**src/logic/sysctl_int_defines.svh**
```systemverilog
`ifndef SYSCTL_INT_DEFINES_SVH
`define SYSCTL_INT_DEFINES_SVH

// ****************************************
// Event vector geometry
// ****************************************
`define EVT_W              7
`define RSVD_W             25
`define EVT_ZERO           7'h00

// Bit positions shared by raw, mask and masked registers
`define BIT_PLL_LOCK       6
`define BIT_CURRENT_LIMIT  5
`define BIT_BOOT_OSC_FAULT 4
`define BIT_MAIN_OSC_FAULT 3
`define BIT_REGULATOR      2
`define BIT_BROWNOUT       1
`define BIT_PLL_FAULT      0

// ****************************************
// Register map (byte offsets, low 12 bits decoded)
// ****************************************
`define ADDR_LSB           0
`define ADDR_MSB           11
`define OFS_BROWNOUT_CTRL  12'h030
`define OFS_RAW_STATUS     12'h050
`define OFS_INT_MASK       12'h054
`define OFS_MASKED_STATUS  12'h058

// Control register field
`define BIT_BOR_RESET_SEL  0

// ****************************************
// Reset values
// ****************************************
`define MASK_RESET         7'h00
`define RAW_RESET          1'h0
`define CTRL_RESET         1'h0
`define WORD_ZERO          32'h00000000
`define RSVD_ZERO          25'h0000000

// ****************************************
// Bus encodings
// ****************************************
`define HTRANS_ACTIVE_BIT  1
`define HRESP_OKAY         1'h0

`endif

```
**src/logic/sysctl_int_pkg.sv**
```systemverilog
`include "sysctl_int_defines.svh"

package sysctl_int_pkg;

  // One bit per system-control event
  typedef logic [`EVT_W-1:0] event_vec_t;

  // Bus data word
  typedef logic [31:0] word_t;

  // Register selected by an address phase
  typedef enum logic [2:0] {
    SEL_NONE,
    SEL_CTRL,
    SEL_RAW,
    SEL_MASK,
    SEL_MISC
  } reg_sel_t;

endpackage

```
**src/logic/event_flag_cell.sv**
```systemverilog
`timescale 1ns/10ps
`include "sysctl_int_defines.svh"

module event_flag_cell (
  input  wire logic clk_i,
  input  wire logic rst_i,
  input  wire logic ce_i,
  input  wire logic set_i,
  input  wire logic clr_i,
  output logic      flag_o,
  output logic      flag_next_o
);

  logic flag_reg;
  logic flag_next;

  // Sticky flag, a new event beats a clear in the same cycle
  always_comb begin
    if (set_i) begin
      flag_next = 1'b1;
    end else if (clr_i) begin
      flag_next = 1'b0;
    end else begin
      flag_next = flag_reg;
    end
  end

  // Flag storage, frozen while the clock enable is low
  always_ff @(posedge clk_i or posedge rst_i) begin
    if (rst_i) begin
      flag_reg <= `RAW_RESET;
    end else if (ce_i) begin
      flag_reg <= flag_next;
    end
  end

  assign flag_o      = flag_reg;
  assign flag_next_o = ce_i ? flag_next : flag_reg;
endmodule // event_flag_cell

```
**src/logic/sysctl_interrupt_mask_status.sv**
```systemverilog
`timescale 1ns/10ps
`include "sysctl_int_defines.svh"

module sysctl_interrupt_mask_status (
  input  wire logic                     clk_i,
  input  wire logic                     rst_i,
  input  wire logic                     ce_i,
  // AHB-Lite slave
  input  wire logic                     hsel_i,
  input  wire logic [31:0]              haddr_i,
  input  wire logic [1:0]               htrans_i,
  input  wire logic                     hwrite_i,
  input  wire logic [2:0]               hsize_i,
  input  wire logic                     hready_i,
  input  wire sysctl_int_pkg::word_t    hwdata_i,
  output sysctl_int_pkg::word_t         hrdata_o,
  output logic                          hreadyout_o,
  output logic                          hresp_o,
  // Event detectors and interrupt request
  input  wire sysctl_int_pkg::event_vec_t event_set_i,
  output logic                          irq_o
);

  import sysctl_int_pkg::*;

  // ****************************************
  // Declarations
  // ****************************************
  logic       ph_valid_reg;
  logic       ph_valid_next;
  logic       ph_write_reg;
  logic       ph_write_next;
  reg_sel_t   ph_sel_reg;
  reg_sel_t   ph_sel_next;
  logic       addr_take;
  reg_sel_t   addr_sel;
  logic       wr_en;

  event_vec_t mask_reg;
  event_vec_t mask_next;
  logic       bor_sel_reg;
  logic       bor_sel_next;
  event_vec_t clr_vec;
  event_vec_t raw_flags;
  event_vec_t raw_next;
  event_vec_t gate_cur;
  event_vec_t gate_next;
  event_vec_t masked;
  event_vec_t masked_next;

  word_t      hrdata_reg;
  word_t      hrdata_next;
  logic       irq_reg;
  logic       irq_next;

  // ****************************************
  // Bus address phase
  // ****************************************

  // Address decode on the low offset bits
  always_comb begin
    case (haddr_i[`ADDR_MSB:`ADDR_LSB])
      `OFS_BROWNOUT_CTRL: addr_sel = SEL_CTRL;
      `OFS_RAW_STATUS:    addr_sel = SEL_RAW;
      `OFS_INT_MASK:      addr_sel = SEL_MASK;
      `OFS_MASKED_STATUS: addr_sel = SEL_MISC;
      default:            addr_sel = SEL_NONE;
    endcase
  end

  assign addr_take = hsel_i && hready_i && htrans_i[`HTRANS_ACTIVE_BIT];

  // Next address-phase capture
  always_comb begin
    ph_valid_next = addr_take;
    ph_write_next = addr_take && hwrite_i;
    ph_sel_next   = addr_take ? addr_sel : SEL_NONE;
  end

  // Address-phase registers
  always_ff @(posedge clk_i or posedge rst_i) begin
    if (rst_i) begin
      ph_valid_reg <= 1'b0;
      ph_write_reg <= 1'b0;
      ph_sel_reg   <= SEL_NONE;
    end else if (ce_i) begin
      ph_valid_reg <= ph_valid_next;
      ph_write_reg <= ph_write_next;
      ph_sel_reg   <= ph_sel_next;
    end
  end

  // Write takes effect in the data phase
  assign wr_en = ph_valid_reg && ph_write_reg;

  // ****************************************
  // Mask and control registers
  // ****************************************

  // Next mask and brown-out control; reserved bits dropped
  always_comb begin
    mask_next    = mask_reg;
    bor_sel_next = bor_sel_reg;
    if (ce_i && wr_en && (ph_sel_reg == SEL_MASK)) begin
      mask_next = hwdata_i[`EVT_W-1:0];
    end
    if (ce_i && wr_en && (ph_sel_reg == SEL_CTRL)) begin
      bor_sel_next = hwdata_i[`BIT_BOR_RESET_SEL];
    end
  end

  always_ff @(posedge clk_i or posedge rst_i) begin
    if (rst_i) begin
      mask_reg    <= `MASK_RESET;
      bor_sel_reg <= `CTRL_RESET;
    end else begin
      mask_reg    <= mask_next;
      bor_sel_reg <= bor_sel_next;
    end
  end

  // ****************************************
  // Raw event flags
  // ****************************************

  assign clr_vec = (wr_en && (ph_sel_reg == SEL_MISC)) ? hwdata_i[`EVT_W-1:0] : `EVT_ZERO;

  // One sticky flag per event
  genvar gi;
  generate
    for (gi = 0; gi < `EVT_W; gi = gi + 1) begin : g_flag
      event_flag_cell u_flag (
        .clk_i       (clk_i),
        .rst_i       (rst_i),
        .ce_i        (ce_i),
        .set_i       (event_set_i[gi]),
        .clr_i       (clr_vec[gi]),
        .flag_o      (raw_flags[gi]),
        .flag_next_o (raw_next[gi])
      );
    end
  endgenerate

  // ****************************************
  // Masked status and interrupt request
  // ****************************************

  always_comb begin
    gate_cur                 = mask_reg;
    gate_next                = mask_next;
    gate_cur[`BIT_BROWNOUT]  = mask_reg[`BIT_BROWNOUT] && !bor_sel_reg;
    gate_next[`BIT_BROWNOUT] = mask_next[`BIT_BROWNOUT] && !bor_sel_next;
  end

  assign masked      = raw_flags & gate_cur;
  assign masked_next = raw_next & gate_next;

  assign irq_next = |masked_next;

  // Interrupt request register
  always_ff @(posedge clk_i or posedge rst_i) begin
    if (rst_i) begin
      irq_reg <= 1'b0;
    end else begin
      irq_reg <= irq_next;
    end
  end

  // ****************************************
  // Read data
  // ****************************************

  // Read data from post-write state, so back-to-back reads see writes
  always_comb begin
    hrdata_next = hrdata_reg;
    if (ce_i && addr_take && !hwrite_i) begin
      case (addr_sel)
        SEL_CTRL: begin
          hrdata_next = `WORD_ZERO;
          hrdata_next[`BIT_BOR_RESET_SEL] = bor_sel_next;
        end
        SEL_RAW:  hrdata_next = {`RSVD_ZERO, raw_next};
        SEL_MASK: hrdata_next = {`RSVD_ZERO, mask_next};
        SEL_MISC: hrdata_next = {`RSVD_ZERO, masked_next};
        default:  hrdata_next = `WORD_ZERO;
      endcase
    end
  end

  // Read data register
  always_ff @(posedge clk_i or posedge rst_i) begin
    if (rst_i) begin
      hrdata_reg <= `WORD_ZERO;
    end else begin
      hrdata_reg <= hrdata_next;
    end
  end

  // Zero-wait slave, always OKAY
  assign hreadyout_o = 1'b1;
  assign hresp_o     = `HRESP_OKAY;
  assign hrdata_o    = hrdata_reg;
  assign irq_o       = irq_reg;
endmodule // sysctl_interrupt_mask_status

```
**config.mk**
```make
export PLATFORM = sky130hd
export DESIGN_NAME = sysctl_interrupt_mask_status
export DESIGN_NICKNAME = d
export VERILOG_FILES = /design/src/logic/sysctl_int_pkg.sv /design/src/logic/event_flag_cell.sv /design/src/logic/sysctl_interrupt_mask_status.sv
export VERILOG_INCLUDE_DIRS = /design/src /design/src/logic
export SDC_FILE = /design/constraint.sdc
export NUM_CORES = 1
export LEC_CHECK = 0
export BUFFER_PORTS_ARGS = -buffer_cell sky130_fd_sc_hd__buf_2
export CAP_MARGIN = 20
export CELL_PAD_IN_SITES_DETAIL_PLACEMENT = 1
export CELL_PAD_IN_SITES_GLOBAL_PLACEMENT = 2
export CORE_MARGIN = 3
export CORE_UTILIZATION = 24
export DETAILED_ROUTE_END_ITERATION = 7
export PLACE_DENSITY = 0.94
export SETUP_SLACK_MARGIN = 0.02
export SLEW_MARGIN = 10
export SYNTH_ARGS = -nofsm -noshare
export SYNTH_HDL_FRONTEND = slang
export SYNTH_HIERARCHICAL = 1
export SYNTH_SLANG_ARGS = --single-unit
```
**constraint.sdc**
```tcl
create_clock -name clk_i -period 3.2 [get_ports clk_i]
set_input_delay 0.96 -clock clk_i [delete_from_list [all_inputs] [get_ports clk_i]]
set_output_delay 0.96 -clock clk_i [all_outputs]
set_load 0.005 [all_outputs]
```
==> impl_metrics.tcl <==
set metrics [dict create \
    fillCellCount 829 \
    crit_required_ns 3.42 \
    rr_worst_depth 7 \
    hold_path.class "flip-flop to flip-flop" \
    synth_cell_types 43 \
    synth_area_um2 1700 \
    finalSetupViolations 0 \
    critPathLaunchType "input port" \
    ant_nets 0 \
    synth_edf_count 0 \
    synth_warnings 6 \
    h-tree-depth 1 \
    first_pass_iters 4 \
    setup_tns_ns 0 \
    finalWirelength_mm 4.09 \
    cts_resized 0 \
    drive_gt1_share_pct 28.4 \
    ctsHoldBuffers 0 \
    crit_chain "buf_2 -> nor4b_2 -> nand4b_1 -> nor3_2 -> o2bb2ai_1 -> mux2_2" \
    rows 30 \
    grt_pass1_vias 1427 \
    rsz0062_at_grt "no" \
    status "finished clean" \
    r2r_start "ph_sel_reg[1]" \
    clock_path_buffers 2 \
    vias 1318 \
    clk-insertion-delay-late_ns 0.27 \
    path_buf_inv 1 \
    tightest_slew_ns 0.773 \
    critical_path_class "input port to flip-flop" \
    via_per_inst 4.14 \
    hold_end "mask_reg[5]" \
    skew_ns 0.00519 \
    period_share_pct 71.5 \
    cts_tree "done" \
    core_area_um2 6830 \
    final_nets 305 \
    final_cell_mix "buf_2 (40), dfrtp_1 (28), conb_1 (27), inv_1 (25)" \
    grt_pass1_wl_mm 6.93 \
    post-dp-hpwl_mm 3.48 \
    grt_max_degree 22 \
    place_area_um2 1940 \
    insertedDiodeCount 0 \
    multiInputGateArea_um2 795 \
    critPathArrivalTime_ns 2.51 \
    hold_violations 0 \
    synth-seq-cells 28 \
    path_max_fanout 5 \
    slew_viol_final 0 \
    crit_family "simple AND/OR/NAND/NOR gates" \
    rrSetupSlack_ns 1.03 \
    numPortBuffers 40 \
    max_slew_margin_pct 48.4 \
    cap_viol_max_count 0 \
    cts_buffers 3 \
    final_common_cell "buf_2" \
    syn_area_per_cell_um2 9.62 \
    syn_to_final_growth_pct 17.1 \
    initialDrtViolationCount 63 \
    slowest_stage "nor4b_2" \
    crit_start "haddr_i[1]" \
    fmax_mhz 437 \
    clk_pin_slew_ns 0.09 \
    io_pins 117 \
    route.detailed.drc 0 \
    post_cts_buffers 0 \
    seq_area_frac_synth_pct 41.1 \
    overflow 0 \
    synthArstFlopShare_pct 100 \
    rr_endpoint "irq_o" \
    power.density_nw_per_um2 336 \
    routedWlPerCell_um 12.9 \
    fin_area_um2 1990 \
    critPathCaptureType "flip-flop" \
    fin_util_pct 29.2 \
    ys.flop_type "dfrtp_1" \
    min_from "mask_reg[5]" \
    synthCells 177 \
    peakVddDrop_mv 0.100 \
    place_congestion 0.715 \
    die_h_um 90.2 \
    clockRootBuffer "clkbuf_8" \
    hold-path-cell-count 1 \
    dieArea_um2 8140 \
    fin_crit_ns 2.29 \
    initial_core_util_pct 24.9 \
    ff_latch_area_um2 701 \
    track_usage_pct 10.6 \
    slowest_delay_ns 0.42 \
    antenna_found_initial 0 \
    cts.sinks 28 \
    die_w_um 90.2 \
    p_leak_uw 0.00105 \
]
[synth_stat cells (3+ instances only)]
cell type | n | area share [%]
and2_1 | 7 | 2.6
inv_1 | 25 | 5.5
o21a_1 | 3 | 1.3
nor2_1 | 8 | 1.8
o21ai_0 | 7 | 2.1
mux2_2 | 5 | 3.3
o22ai_1 | 4 | 1.5
nand2_1 | 9 | 2.0
a22o_1 | 9 | 4.6
o2bb2ai_1 | 4 | 2.1
buf_4 | 27 | 12
dfrtp_1 | 28 | 41
[report_power, final]
part | total, µW | internal, µW | switching [µW]
registers | 373 | 366 | 7.37
clock network | 216 | 110 | 106
logic | 81.9 | 35.4 | 46.5
[per-layer routing]
layer	vias to the layer above	wire (µm)	track usage, %
met5	-	0	0
met4	0	88	4.21
met3	7	201	1.92
met2	39	2090	18.6
met1	627	1710	12.6
li1	645	-	-
[cell type report]
type | count | area share [%]
Clock buffer | 4 | 2.76
Inverter | 25 | 4.71
Multi-Input combinational cell | 121 | 39.8
Sequential cell | 28 | 35.1
Tap cell | 96 | 6.02
Timing Repair Buffer | 44 | 11.5
[logic make-up after synthesis]
family                 count (synthesis)  synth area share (%)
AOI/OAI and AO/OA                     43                  18.4
and+or+nand+nor                       44                  17.3
other                                  2                 0.441
DFF                                   28                  41.1
buffers and inverters                 53                  17.7
muxes                                  7                  5.07
[worst max-delay path by stage]
stage	end	slack [ns]	cells past startpoint
final	hrdata_o[2]	0.91	6
after global routing	hrdata_o[4]	0.63	6
after CTS	hrdata_o[5]	0.88	6
after detailed placement	hrdata_o[5]	0.58	6
after global placement	irq_o	0.62	6
after floorplan	irq_o	0.79	5
[metrics by stage]
stage | power (µW) | cells | hold slack, ns | setup slack (ns)
6_report | 671 | 318 | 0.518 | 0.912
5_1_grt | 711 | 318 | 0.544 | 0.627
4_1_cts | 681 | 318 | 0.521 | 0.881
3_5_place_dp | 464 | 314 | 0.501 | 0.579
3_3_place_gp | 461 | 314 | 0.486 | 0.615
2_1_floorplan | 438 | 202 | 0.465 | 0.789
No activity file was read; power rests on OpenSTA's default activity.
